<file path="config.mk">
export PLATFORM = sky130hd
export DESIGN_NAME = bsg_top
export DESIGN_NICKNAME = d
export VERILOG_FILES = /design/src/rtl/bsg_top.v /design/src/rtl/bsg_strap.v /design/src/rtl/bsg_pins.v
export VERILOG_INCLUDE_DIRS = /design/src /design/src/rtl
export SDC_FILE = /design/constraint.sdc
export NUM_CORES = 1
export LEC_CHECK = 0
export ABC_AREA = 1
export BUFFER_PORTS_ARGS = -buffer_cell sky130_fd_sc_hd__buf_4
export CORE_ASPECT_RATIO = 1.2
export CORE_MARGIN = 2
export CORE_UTILIZATION = 41
export DETAILED_ROUTE_END_ITERATION = 10
export HOLD_SLACK_MARGIN = 0.02
export PLACE_DENSITY = 0.65
export RECOVER_POWER = 50
export SYNTH_ARGS = -nofsm -noshare
export SYNTH_HDL_FRONTEND = slang
export SYNTH_SLANG_ARGS = --single-unit
export TNS_END_PERCENT = 5
</file>
<file path="constraint.sdc">
create_clock -name hclk -period 2.1 [get_ports hclk]
set_input_delay 0.21 -clock hclk [delete_from_list [all_inputs] [get_ports hclk]]
set_output_delay 0.21 -clock hclk [all_outputs]
set_load 0.005 [all_outputs]
</file>
<file path="src/rtl/bsg_consts.vh">
// Purpose: constants for the boot strap, program memory port and general pin block
// Assumes: 25 MHz hclk, word registers on AHB-Lite
// Notes:   offsets are byte addresses
// How it works
// RULE1 - every program memory fetch or store puts a 16-bit address on the memory address pins.
// RULE2 - the program memory write strobe is low only while a write is under way.
// RULE3 - the program memory read strobe is low only while a read is under way.
// RULE4 - the program memory select is low except while the chip is in standby; the code also holds it high while chip reset is held.
// RULE5 - the strap pin pull-up is on while chip reset is held.
// RULE6 - the pull-up goes off a few clocks after reset release, not at the release itself.
// RULE7 - the strap level is caught at reset release and picks internal or external code memory.
// RULE8 - the caught boot source is readable as a bit of the first pin-input register.
// RULE9 - a low strap sends code fetches to the external memory bus, whose memory the board fits.
// RULE10 - a high or floating strap keeps code fetches in internal memory.
// RULE11 - after release the strap pin serves as general pin six or as a serial receive input.
// RULE12 - pins one to seven each act as input, edge interrupt input or output.
// RULE13 - pins eight to fifteen act only as input or output.
// RULE14 - the system holds chip reset low for at least one microsecond.
// RULE15 - the board ties both test inputs high for normal operation.
// RULE16 - an enabled pin edge sets a sticky pending flag that firmware clears.
`ifndef BSG_CONSTS_VH
`define BSG_CONSTS_VH
`define BSG_OFF_PIN_IN1     12'h000
`define BSG_OFF_PIN_IN2     12'h004
`define BSG_OFF_PIN_OUT     12'h008
`define BSG_OFF_PIN_DIR     12'h00c
`define BSG_OFF_INT_EN      12'h010
`define BSG_OFF_INT_EDGE    12'h014
`define BSG_OFF_INT_STAT    12'h018
`define BSG_OFF_INT_CLR     12'h01c
`define BSG_OFF_MEM_CTRL    12'h020
`define BSG_OFF_MEM_ADDR    12'h024
`define BSG_OFF_MEM_DATA    12'h028
`define BSG_OFF_MEM_STAT    12'h02c
`define BSG_BIT_BOOT_SRC    8
`define BSG_BIT_RX_SEL      0
`define BSG_BIT_STANDBY     1
`define BSG_BIT_MEM_WR      2
`define BSG_BIT_MEM_RD      3
`define BSG_PULLUP_HOLD     4'h4
`define BSG_MEM_STROBE_CYC  4'h3
`define BSG_RESET_MIN_NS    1000
`define BSG_CLK_NS          40
`endif

</file>
<file path="src/rtl/bsg_top.v">
// Purpose: program memory port, boot strap and general pins behind AHB-Lite
// Assumes: single word transfers, zero wait state slave
// Notes:   memory cycles are started by firmware writes to the control register
//
// Implementation choices: the address map and the AHB-Lite slave port.
`timescale 1ns/1ps
`default_nettype none
`include "bsg_consts.vh"
module bsg_top (
  // bus clock and reset
  input  wire        hclk,
  input  wire        hresetn,
  // ahb-lite slave
  input  wire        hsel,
  input  wire [31:0] haddr,
  input  wire [1:0]  htrans,
  input  wire        hwrite,
  input  wire [2:0]  hsize,
  input  wire [31:0] hwdata,
  input  wire        hready,
  output wire        hreadyout,
  output wire        hresp,
  output reg  [31:0] hrdata,
  // external program memory
  output reg  [15:0] ext_mem_addr,
  output reg         prog_mem_read_n,
  output reg         prog_mem_write_n,
  output reg         prog_mem_select_n,
  input  wire [7:0]  ext_mem_bus_in,
  output reg  [7:0]  ext_mem_bus_out,
  output wire        ext_mem_bus_oe_n,
  output wire        boot_from_ext,
  // strap and pin six
  input  wire        boot_source_strap_in,
  output wire        boot_source_strap_out,
  output wire        boot_source_strap_oe_n,
  output wire        boot_source_strap_pullup,
  output wire        serial_rx,
  // other general pins
  input  wire [14:0] gp_pin_in,
  output wire [14:0] gp_pin_out,
  output wire [14:0] gp_pin_oe_n,
  // test inputs and interrupt
  input  wire [1:0]  test_mode_in_n,
  output wire        irq
);
  //////////////////////////////////////////////////////////////////////////
  // memory cycle states
  localparam ST_IDLE = 2'h0;
  localparam ST_RD   = 2'h1;
  localparam ST_WR   = 2'h2;

  reg  [1:0]  st_r;
  reg  [3:0]  cyc_r;
  reg  [14:0] out_r;
  reg  [14:0] dir_r;
  reg  [6:0]  ien_r;
  reg  [6:0]  iedge_r;
  reg  [6:0]  iclr;
  reg  [1:0]  ctrl_r;
  reg  [15:0] maddr_r;
  reg  [7:0]  mdata_r;
  reg  [7:0]  mrd_r;
  reg  [7:0]  mem_start;
  reg         start_rd;
  reg         start_wr;
  reg         ap_wr_r;
  reg         ap_rd_r;
  reg  [11:0] ap_addr_r;
  wire        boot_ext;
  wire        released;
  wire [14:0] pin_val;
  wire [6:0]  int_stat;
  wire [14:0] pins_in;
  wire [14:0] pins_oe_n;
  wire [14:0] pins_out;
  wire        ap_ok;

  // next values
  reg  [1:0]  st_nxt;
  reg  [3:0]  cyc_nxt;
  reg  [15:0] addr_nxt;
  reg         rd_n_nxt;
  reg         wr_n_nxt;
  reg         sel_n_nxt;
  reg  [7:0]  bus_out_nxt;
  reg  [7:0]  mrd_nxt;
  reg  [14:0] out_nxt;
  reg  [14:0] dir_nxt;
  reg  [6:0]  ien_nxt;
  reg  [6:0]  iedge_nxt;
  reg  [1:0]  ctrl_nxt;
  reg  [15:0] maddr_nxt;
  reg  [7:0]  mdata_nxt;
  reg         oe_n_r;

  function [31:0] bsg_word;
    input [15:0] v;
    begin
      bsg_word = {16'h0000, v};
    end
  endfunction

  //////////////////////////////////////////////////////////////////////////
  // boot strap capture and pull-up
  bsg_strap u_strap (
    .hclk            (hclk),
    .hresetn         (hresetn),
    .strap_in        (boot_source_strap_in),
    .strap_pullup_en (boot_source_strap_pullup),
    .boot_ext_r      (boot_ext),
    .strap_released  (released)
  );

  // pin six is the strap pin once released
  assign pins_in = {gp_pin_in[14:6], boot_source_strap_in, gp_pin_in[4:0]};

  // general pins and edge interrupts
  bsg_pins u_pins (
    .hclk       (hclk),
    .hresetn    (hresetn),
    .out_val    (out_r),
    .dir_out    (dir_r),
    .int_en     (ien_r),
    .int_rise   (iedge_r),
    .int_clr    (iclr),
    .pin_in     (pins_in),
    .pin_out    (pins_out),
    .pin_oe_n   (pins_oe_n),
    .pin_val_r  (pin_val),
    .int_stat_r (int_stat)
  );

  assign gp_pin_out  = {pins_out[14:6], 1'b0, pins_out[4:0]};
  assign gp_pin_oe_n = {pins_oe_n[14:6], 1'b1, pins_oe_n[4:0]};
  // strap pin held as input until the strap is released
  assign boot_source_strap_out  = out_r[5];
  assign boot_source_strap_oe_n = pins_oe_n[5] | ~released | ctrl_r[`BSG_BIT_RX_SEL]; // RULE11
  assign serial_rx              = ctrl_r[`BSG_BIT_RX_SEL] ? boot_source_strap_in : 1'b1; // RULE11
  assign boot_from_ext = boot_ext;
  assign irq = |(int_stat & ien_r);
  assign ext_mem_bus_oe_n = oe_n_r;

  //////////////////////////////////////////////////////////////////////////
  // zero wait state slave, always okay
  assign hreadyout = 1'b1;
  assign hresp     = 1'b0;
  assign ap_ok     = hsel & hready & htrans[1];

  // write data phase side effects
  always @* begin
    iclr      = 7'h00;
    start_rd  = 1'b0;
    start_wr  = 1'b0;
    mem_start = 8'h00;
    if (ap_wr_r && ap_addr_r == `BSG_OFF_INT_CLR) begin
      iclr = hwdata[6:0];
    end
    if (ap_wr_r && ap_addr_r == `BSG_OFF_MEM_CTRL && st_r == ST_IDLE) begin
      start_wr  = hwdata[`BSG_BIT_MEM_WR];
      start_rd  = hwdata[`BSG_BIT_MEM_RD] & ~hwdata[`BSG_BIT_MEM_WR];
      mem_start = 8'h01;
    end
  end

  // read mux
  always @* begin
    case (ap_addr_r)
      `BSG_OFF_PIN_IN1:  hrdata = bsg_word({7'h00, boot_ext, pin_val[7:0]}); // RULE8
      `BSG_OFF_PIN_IN2:  hrdata = bsg_word({9'h000, pin_val[14:8]});
      `BSG_OFF_PIN_OUT:  hrdata = bsg_word({1'b0, out_r});
      `BSG_OFF_PIN_DIR:  hrdata = bsg_word({1'b0, dir_r});
      `BSG_OFF_INT_EN:   hrdata = bsg_word({9'h000, ien_r});
      `BSG_OFF_INT_EDGE: hrdata = bsg_word({9'h000, iedge_r});
      `BSG_OFF_INT_STAT: hrdata = bsg_word({9'h000, int_stat});
      `BSG_OFF_MEM_CTRL: hrdata = bsg_word({14'h0000, ctrl_r});
      `BSG_OFF_MEM_ADDR: hrdata = bsg_word(maddr_r);
      `BSG_OFF_MEM_DATA: hrdata = bsg_word({8'h00, mrd_r});
      `BSG_OFF_MEM_STAT: hrdata = bsg_word({12'h000, test_mode_in_n, st_r != ST_IDLE, boot_ext});
      default:           hrdata = 32'h00000000;
    endcase
    // zero outside a read data phase
    if (!ap_rd_r) begin
      hrdata = 32'h00000000;
    end
  end

  //////////////////////////////////////////////////////////////////////////
  // register write decode
  always @* begin
    out_nxt   = out_r;
    dir_nxt   = dir_r;
    ien_nxt   = ien_r;
    iedge_nxt = iedge_r;
    ctrl_nxt  = ctrl_r;
    maddr_nxt = maddr_r;
    mdata_nxt = mdata_r;
    if (ap_wr_r) begin
      case (ap_addr_r)
        `BSG_OFF_PIN_OUT:  out_nxt   = hwdata[14:0];
        `BSG_OFF_PIN_DIR:  dir_nxt   = hwdata[14:0]; // RULE12 RULE13
        `BSG_OFF_INT_EN:   ien_nxt   = hwdata[6:0]; // RULE12
        `BSG_OFF_INT_EDGE: iedge_nxt = hwdata[6:0];
        `BSG_OFF_MEM_CTRL: ctrl_nxt  = hwdata[1:0];
        `BSG_OFF_MEM_ADDR: maddr_nxt = hwdata[15:0];
        `BSG_OFF_MEM_DATA: mdata_nxt = hwdata[7:0];
        // unmapped and read-only offsets ignore writes
        default:           ctrl_nxt  = ctrl_r;
      endcase
    end
  end

  always @(posedge hclk or negedge hresetn) begin
    if (!hresetn) begin
      ap_wr_r   <= 1'b0;
      ap_rd_r   <= 1'b0;
      ap_addr_r <= 12'h000;
      out_r     <= 15'h0000;
      dir_r     <= 15'h0000;
      ien_r     <= 7'h00;
      iedge_r   <= 7'h00;
      ctrl_r    <= 2'h0;
      maddr_r   <= 16'h0000;
      mdata_r   <= 8'h00;
    end else begin
      ap_wr_r   <= ap_ok & hwrite;
      ap_rd_r   <= ap_ok & ~hwrite;
      ap_addr_r <= haddr[11:0];
      out_r     <= out_nxt;
      dir_r     <= dir_nxt;
      ien_r     <= ien_nxt;
      iedge_r   <= iedge_nxt;
      ctrl_r    <= ctrl_nxt;
      maddr_r   <= maddr_nxt;
      mdata_r   <= mdata_nxt;
    end
  end

  //////////////////////////////////////////////////////////////////////////
  // memory cycle next state
  // strobes and address only move on hclk, so the memory sees clean levels
  always @* begin
    st_nxt      = st_r;
    cyc_nxt     = cyc_r;
    addr_nxt    = ext_mem_addr;
    rd_n_nxt    = prog_mem_read_n;
    wr_n_nxt    = prog_mem_write_n;
    sel_n_nxt   = ctrl_r[`BSG_BIT_STANDBY]; // RULE4
    bus_out_nxt = ext_mem_bus_out;
    mrd_nxt     = mrd_r;
    case (st_r)
      ST_IDLE: begin
        rd_n_nxt = 1'b1;
        wr_n_nxt = 1'b1;
        cyc_nxt  = 4'h0;
        if (mem_start[0] && (start_rd || start_wr)) begin
          addr_nxt    = maddr_r; // RULE1
          bus_out_nxt = mdata_r;
          st_nxt      = start_wr ? ST_WR : ST_RD;
          rd_n_nxt    = ~start_rd; // RULE3
          wr_n_nxt    = ~start_wr; // RULE2
        end
      end
      ST_RD, ST_WR: begin
        if (cyc_r == `BSG_MEM_STROBE_CYC) begin
          if (st_r == ST_RD) begin
            mrd_nxt = ext_mem_bus_in;
          end
          rd_n_nxt = 1'b1; // RULE3
          wr_n_nxt = 1'b1; // RULE2
          st_nxt   = ST_IDLE;
        end else begin
          cyc_nxt = cyc_r + 4'h1;
        end
      end
      default: begin
        st_nxt = ST_IDLE;
      end
    endcase
  end

  // memory cycle registers
  always @(posedge hclk or negedge hresetn) begin
    if (!hresetn) begin
      st_r              <= ST_IDLE;
      cyc_r             <= 4'h0;
      ext_mem_addr      <= 16'h0000;
      prog_mem_read_n   <= 1'b1;
      prog_mem_write_n  <= 1'b1;
      prog_mem_select_n <= 1'b1;
      ext_mem_bus_out   <= 8'h00;
      mrd_r             <= 8'h00;
      oe_n_r            <= 1'b1;
    end else begin
      st_r              <= st_nxt;
      cyc_r             <= cyc_nxt;
      ext_mem_addr      <= addr_nxt;
      prog_mem_read_n   <= rd_n_nxt;
      prog_mem_write_n  <= wr_n_nxt;
      prog_mem_select_n <= sel_n_nxt;
      ext_mem_bus_out   <= bus_out_nxt;
      mrd_r             <= mrd_nxt;
      oe_n_r            <= (st_nxt != ST_WR);
    end
  end
endmodule
`default_nettype wire

</file>
<file path="src/rtl/bsg_strap.v">
// Purpose: strap pull-up control and boot source capture
// Assumes: hresetn is the chip reset
// Notes:   capture happens on the first clock after release
`timescale 1ns/1ps
`default_nettype none
`include "bsg_consts.vh"
module bsg_strap (
  // clock and reset
  input  wire       hclk,
  input  wire       hresetn,
  // strap pin
  input  wire       strap_in,
  output wire       strap_pullup_en,
  // result
  output reg        boot_ext_r,
  output wire       strap_released
);
  reg [3:0] hold_cnt_r;
  reg       caught_r;
  reg       pu_r;

  assign strap_pullup_en = pu_r;
  assign strap_released  = ~pu_r;

  always @(posedge hclk or negedge hresetn) begin
    if (!hresetn) begin
      pu_r       <= 1'b1; // RULE5
      hold_cnt_r <= 4'h0;
      caught_r   <= 1'b0;
      boot_ext_r <= 1'b0;
    end else begin
      if (!caught_r) begin
        caught_r   <= 1'b1;
        boot_ext_r <= ~strap_in; // RULE7 RULE9 RULE10
      end
      if (pu_r) begin
        if (hold_cnt_r == `BSG_PULLUP_HOLD) begin
          pu_r <= 1'b0; // RULE6
        end else begin
          hold_cnt_r <= hold_cnt_r + 4'h1;
        end
      end
    end
  end
endmodule
`default_nettype wire

</file>
<file path="src/rtl/bsg_pins.v">
// Purpose: fifteen general pins with edge interrupts on pins one to seven
// Assumes: pin inputs synchronous to hclk
// Notes:   bit 0 is pin one; output enables are active low
`timescale 1ns/1ps
`default_nettype none
`include "bsg_consts.vh"
module bsg_pins (
  // clock and reset
  input  wire        hclk,
  input  wire        hresetn,
  // configuration
  input  wire [14:0] out_val,
  input  wire [14:0] dir_out,
  input  wire [6:0]  int_en,
  input  wire [6:0]  int_rise,
  input  wire [6:0]  int_clr,
  // pins
  input  wire [14:0] pin_in,
  output wire [14:0] pin_out,
  output wire [14:0] pin_oe_n,
  // status
  output reg  [14:0] pin_val_r,
  output reg  [6:0]  int_stat_r
);
  wire [6:0] rise;
  wire [6:0] fall;
  wire [6:0] hit;

  assign pin_out  = out_val;
  assign pin_oe_n = ~dir_out; // RULE12 RULE13
  assign rise = pin_in[6:0] & ~pin_val_r[6:0];
  assign fall = ~pin_in[6:0] & pin_val_r[6:0];
  // only pins one to seven have edge detection
  assign hit  = int_en & ~dir_out[6:0] & ((int_rise & rise) | (~int_rise & fall)); // RULE12

  always @(posedge hclk or negedge hresetn) begin
    if (!hresetn) begin
      pin_val_r  <= 15'h0000;
      int_stat_r <= 7'h00;
    end else begin
      pin_val_r  <= pin_in;
      int_stat_r <= (int_stat_r & ~int_clr) | hit; // RULE16
    end
  end
endmodule
`default_nettype wire

</file>
== Word-level counts from Yosys, hierarchy flattened ==
Cells that the tools add are included.

* Flip-flop bits (word level): 155
* Word-level logic and storage cells: 117

* Equality and inequality tests: 18
* Add/sub/neg operators: 2
* Muxes and demuxes: 20
* Bitwise logic cells: 29
* Reductions and logical operators: 23

{| class="wikitable"
|+ Operators with widths
! kind !! count
|-
| $pmux 16 s11 || 1
|-
| $and 7x7->7 || 8
|-
| $eq 12x5->1 const B || 4
|-
| $eq 12x6->1 const B || 4
|-
| $not 7->7 || 5
|-
| $mux 32 || 1
|-
| $eq 12x4->1 const B || 2
|-
| $reduce_and 2->1 || 11
|-
| $not 15->15 || 1
|-
| $or 7x7->7 || 2
|-
| $eq 12x3->1 const B || 1
|-
| $logic_not 12->1 || 1
|-
| $mux 1 || 9
|-
| $add 4x1->4 const B || 2
|-
| $pmux 4 s2 || 1
|-
| $mux 7 || 1
|-
| $reduce_or 7->1 || 1
|-
| $mux 2 || 3
|-
| $ne 2x2->1 const B || 3
|-
| $not 1->1 || 6
|-
| $and 1x1->1 || 5
|-
| $eq 4x2->1 const B || 1
|-
| $eq 4x3->1 const B || 1
|-
| $logic_and 1x1->1 || 4
|-
| 11 further kinds || 14
|}

== Logic depth before layout (Yosys ltp) ==
* Word-level depth: 9
* Gate-level depth with buffers: 12
* Depth with buffers taken out: 12

== By module ==
Synthesis repeated with hierarchy kept, for this count alone.

* Cells, all modules: 905
* Area total of the unflattened synthesis: 7526.0 um2

{| class="wikitable"
|+ By module, submodules not included
! module !! area an instance (um2) !! cells an instance !! instances !! seq. area each (um2)
|-
| bsg_top || 6074.6 || 727 || 1 || 3158.0
|-
| bsg_pins || 1122.3 || 143 || 1 || 550.5
|-
| bsg_strap || 329.1 || 35 || 1 || 176.4
|}

== Least setup slack after synthesis ==
OpenSTA, ideal clock, no wires.

* Path type: register to output
* Start: register ap_addr_r[1]
* End: output port hrdata[7]
* Buffers on the path: 1
* Arrival time: 1.436 ns
* Cell stages (with the launch flop): 9
* Data required time: 1.890 ns
* Setup slack: 0.454 ns
* Cell sequence: dfrtp_1 -> nor2_2 -> nand3_1 -> nor2_2 -> nand2_1 -> buf_2 -> o21ai_0 -> nor2_1 -> a21oi_1

* Cells in the longest elaborated chain, start to end: 3

{| class="wikitable"
|+ RTL lines
! element !! line !! text
|-
| start, declared || bsg_top.v:69 || <nowiki>reg [11:0] ap_addr_r;</nowiki>
|-
| start signal, assigned || bsg_top.v:228 || <nowiki>ap_addr_r <= haddr[11:0];</nowiki>
|-
| $eq 12x6->1, or another cell as far along || - ||
|-
| $pmux 16 s11 * || bsg_top.v:168 || <nowiki>case (ap_addr_r)</nowiki>
|-
| $mux 32 * || bsg_top.v:183 || <nowiki>if (!ap_rd_r) begin</nowiki>
|-
| end, declared || bsg_top.v:23 || <nowiki>output reg [31:0] hrdata,</nowiki>
|}

Mark *: on every way between the ends. The rest lies on a longest branch, timed or not.

== Worst setup path in the final report ==
* Start: register ap_addr_r[1]
* End: output port hrdata[5]

Same word-level chain as after synthesis.

==> run summary <==
The flow ran to the end, but the final reports show violations. The checks that failed: max-capacitance violations, max-slew violations, negative setup slack. In the post-synthesis netlist, the biggest area contributors are sky130_fd_sc_hd__dfrtp_1 (53%), sky130_fd_sc_hd__nand2_1 (9.8%), sky130_fd_sc_hd__o21ai_0 (5.8%). The critical path is of the reg -> out type. In this run the critical register-to-register path is launched from ap_addr_r[9]. Compared with the post-synthesis result, the final layout area differs by 37.7%. The DRC violation total after the first TritonRoute iteration is 516.

Across every metal layer, demand over resource in global routing totals 22.9%. In the final layout, flip-flops and latches occupy 3890 um^2. In the layout the commonest cells are sky130_fd_sc_hd__nand2_1 (177), sky130_fd_sc_hd__dfrtp_1 (148), sky130_fd_sc_hd__buf_4 (145), sky130_fd_sc_hd__inv_1 (101), sky130_fd_sc_hd__o21ai_0 (78).

CTS saw 155 sinks. Tracing the worst setup path back leads to its startpoint at ap_addr_r[1]. Average cell area after synthesis: 8.73 um^2. Of all nets on the critical path, the largest fanout is 4. The floorplan step set the die width to 124 um. VDD sags by at most 0.517 mV. The die is 148 um tall. Most numerous cell on the critical path: sky130_fd_sc_hd__buf_4. The floorplan step defined a die boundary enclosing 18500 um^2.

The run gives 0 as the number of nets with antenna violations after detailed routing. Fill cells in the final layout number 1503. The total overflow left after global routing is 0. Row count: 52. The most used flip-flop cell after synthesis is sky130_fd_sc_hd__dfrtp_1. TritonCTS built the clock tree.

For the worst setup path, the data arrival time is 2.15 ns. The worst path buffer plus inverter count is 3. For this run, the slowest stage of the critical path takes 0.40 ns.

The number of antenna violations at the first check in global routing is 0. The H-tree was split into 4 levels. The pre-antenna-repair detailed-routing pass consisted of 6 iterations. The number of distinct library cells after synthesis was 40; the total via count in the routed design was 6288. Of all cell types, the one taking the most synthesized area is sky130_fd_sc_hd__dfrtp_1. At the end of routability-driven placement, the weighted congestion stood at 0.933. Based on the critical path, the design can be clocked at up to 0.423 GHz. At the later pin of the worst-skew pair, clock insertion delay measures 0.43 ns. The async set-or-reset flop fraction in the synthesized netlist is 100%.

The clock-pin transition on the worst setup and hold timing paths was 0.06 ns; the final number of setup-violating endpoints was 16. The average wire per cell in the routed design came out at 16.3 um. Setup repair after global routing could not meet its margin everywhere. The library cell used most frequently in the layout, excluding fill and tap cells, is sky130_fd_sc_hd__nand2_1.

The logs give 42.0% for the initial core utilization and -8.51% for the normalized max-slew margin. After detailed routing, the number of vias per cell comes to 4.97. In the final timing run, aggregate negative setup slack is -3.40 ns. The floorplan step defined a core boundary enclosing 17000 um^2. In this run the clock root is driven by a sky130_fd_sc_hd__clkbuf_16.

The tools report the worst min-delay path startpoint as hready. In the final layout, the multi-input gates occupy 2840 um^2. The top cell family by delay on the critical path was simple AND/OR/NAND/NOR gates. The share of Yosys cell area claimed by the top area cell type is 52.7%. For this design the static power due to leakage is 5.26 nW. The master of the slowest instance on the critical path was sky130_fd_sc_hd__dfrtp_1.

Summed over all nets, the half-perimeter wirelength after detailed placement is 14.8 mm. The number of enable flip-flop cells after synthesis came out at 0. The share of post-route cells with drive strength above 1 came out at 28.7%. On the final layout, the worst clock skew is 0.00828 ns.

Dividing total power by cell area gives a power density of 672 nW/um^2. After synthesis the netlist holds a flip-flop and latch count of 155. At the worst endpoint, the required time is 1.89 ns.

The logs give 1 for the number of max-cap violations and 0 for the yosys synthesis warning count. For this run, the share of the core covered by cells in the final layout is 57.8%. The tightest min-delay check is of the in -> reg type.

The transition time at the pin with the least slew margin was 1.63 ns; the count of port buffers added during placement was 136. The logs give 0 for the final hold violation count and 20.6 mm for the total wirelength of the detailed-routed design. In the routed design, unresolved DRC markers number 0.

For the instance count of the mapped netlist, the log shows 817. The signal on the critical path passes through nor2_4 -> nand3_4 -> nor2_4 -> buf_4 -> nand2_1 -> buf_4 -> nor2_1 -> nor2_1 -> a21oi_2 -> buf_4. The final clock period utilization by the worst path is 113%, and the cell area after synthesis is 7130 um^2.

The shortest clock period the worst path allows after layout was 2.36 ns; the worst-case clock buffer depth was 2. The startpoint type of the worst setup path was a flip-flop. The final layout contains 1142 nets. For the final worst-path setup slack, the log shows -0.263 ns. Entering global routing, the biggest net connects 62 pins. The antenna diode instance count was 0; the first-pass GRT wire length was 32.8 mm. In this run the count of I/O pins placed on the die edge is 198. For the number of CTS-inserted buffers, the log shows 17.

The via count of the first global-routing pass is 6333. The max-slew violation count was 62; the sequential cell area fraction in the yosys report was 54.5%. The critical path endpoint category was an output port.
## cell families (layout without fill, tap and decap cells)
family | count (synthesis) | in the layout | synth area share [%]
AOI/OAI and AO/OA | 164 | 164 | 12.9
adders and majority gates | 6 | 6 | 1.05
DFF | 155 | 155 | 54.5
and+or+nand+nor | 325 | 326 | 19.8
muxes | 9 | 9 | 1.42
xor gates and xnor gates | 5 | 5 | 0.614
other | 2 | 21 | 0.105
buffers and inverters | 151 | 363 | 9.67
## path summary, 6_finish.rpt
kind,to,slack [ns],cells past startpoint
min in group asynchronous,dir_r[3],0.75,2
worst max-delay path,hrdata[5],-0.26,10
worst min register to register,prog_mem_select_n,0.41,0
worst min-delay path,ap_wr_r,0.05,3
worst max register to register,ext_mem_bus_oe_n,0.18,11
max in group asynchronous,prog_mem_write_n,0.16,3
## layout make-up
cell class,instances,share of cell area (%)
clock buffer,22,4.73
tap,216,2.75
timing repair buffer,225,18.5
multi-input combinational,531,29.0
clock inverter,10,1.43
inverter,106,4.08
sequential,155,39.6
## Yosys cell counts (6+ instances only)
library cell	n
sky130_fd_sc_hd__dfrtp_1	150
sky130_fd_sc_hd__buf_4	21
sky130_fd_sc_hd__mux2_2	9
sky130_fd_sc_hd__o21ai_2	12
sky130_fd_sc_hd__nand4_1	14
sky130_fd_sc_hd__nand3_1	41
sky130_fd_sc_hd__o21ai_0	82
sky130_fd_sc_hd__buf_2	11
sky130_fd_sc_hd__o21ai_1	33
sky130_fd_sc_hd__inv_1	104
sky130_fd_sc_hd__ha_1	6
sky130_fd_sc_hd__a21oi_1	20
sky130_fd_sc_hd__nand2_1	187
sky130_fd_sc_hd__clkbuf_1	9
sky130_fd_sc_hd__nor2_1	63
## state kept, by name, indices dropped and copies added, names as in the netlist, 2 cells and up
register,cells
iedge_r,7
st_r,2
dir_r,15
cyc_r,4
mrd_r,8
ap_addr_r,12
out_r,15
mdata_r,8
ext_mem_bus_out,8
ien_r,7
u_strap.hold_cnt_r,4
ext_mem_addr,16
u_pins.int_stat_r,7
ctrl_r,2
u_pins.pin_val_r,15
maddr_r,16
## worst reg2reg max path, cell delays in order (launching register included)
cell and delay (ns):
sky130_fd_sc_hd__dfrtp_1 0.39, sky130_fd_sc_hd__nor2_4 0.17, sky130_fd_sc_hd__nand2_2 0.13, sky130_fd_sc_hd__nor2_4 0.20, sky130_fd_sc_hd__buf_4 0.17, sky130_fd_sc_hd__nand3_4 0.11
sky130_fd_sc_hd__nor2_4 0.17, sky130_fd_sc_hd__nand2_1 0.08, sky130_fd_sc_hd__nand2_1 0.08, sky130_fd_sc_hd__nand2_1 0.06, sky130_fd_sc_hd__a21oi_1 0.20, sky130_fd_sc_hd__nand2_1 0.10
## where the power goes
| group | leakage, nW | internal (mW) | switching, mW |
|---|---|---|---|
| clock network | 0.287 | 1.93 | 1.23 |
| logic | 3.27 | 0.166 | 0.206 |
| registers | 1.70 | 3.03 | 0.0349 |
## metal layers
layer / vias to the layer above / wire [um] / GRT usage (%)
li1: 3031 / - / -
met1: 2976 / 8490 / 28.9
met2: 232 / 10100 / 37.6
met3: 49 / 1240 / 5.22
met4: 0 / 772 / 10.9
met5: - / 0 / 0
## stage by stage
step	cell area [um^2]	power [mW]	hold WS (ns)	instances	setup slack, ns
after floorplan	7200	3.22	-0.0856	836	0.454
after global placement	8560	3.41	0.239	1184	0.0291
after detailed placement	8560	3.42	0.244	1184	0.0310
after CTS	9680	6.65	0.0366	1259	-0.271
after global routing	9820	6.81	0.0452	1265	-0.361
final	9820	6.60	0.0505	1265	-0.263
## what timing repair did
| action | CTS | global route |
|---|---|---|
| cloned | 0 | 1 |
| gates resized for setup | 26 | 43 |
| buffers inserted | 4 | 5 |
| setup endpoints to repair | 16 | 26 |
| endpoints found under the hold margin | 95 | 0 |
| pin swaps | 6 | 15 |
| hold buffers | 39 | 0 |
Power figures use the tool's default switching activity.
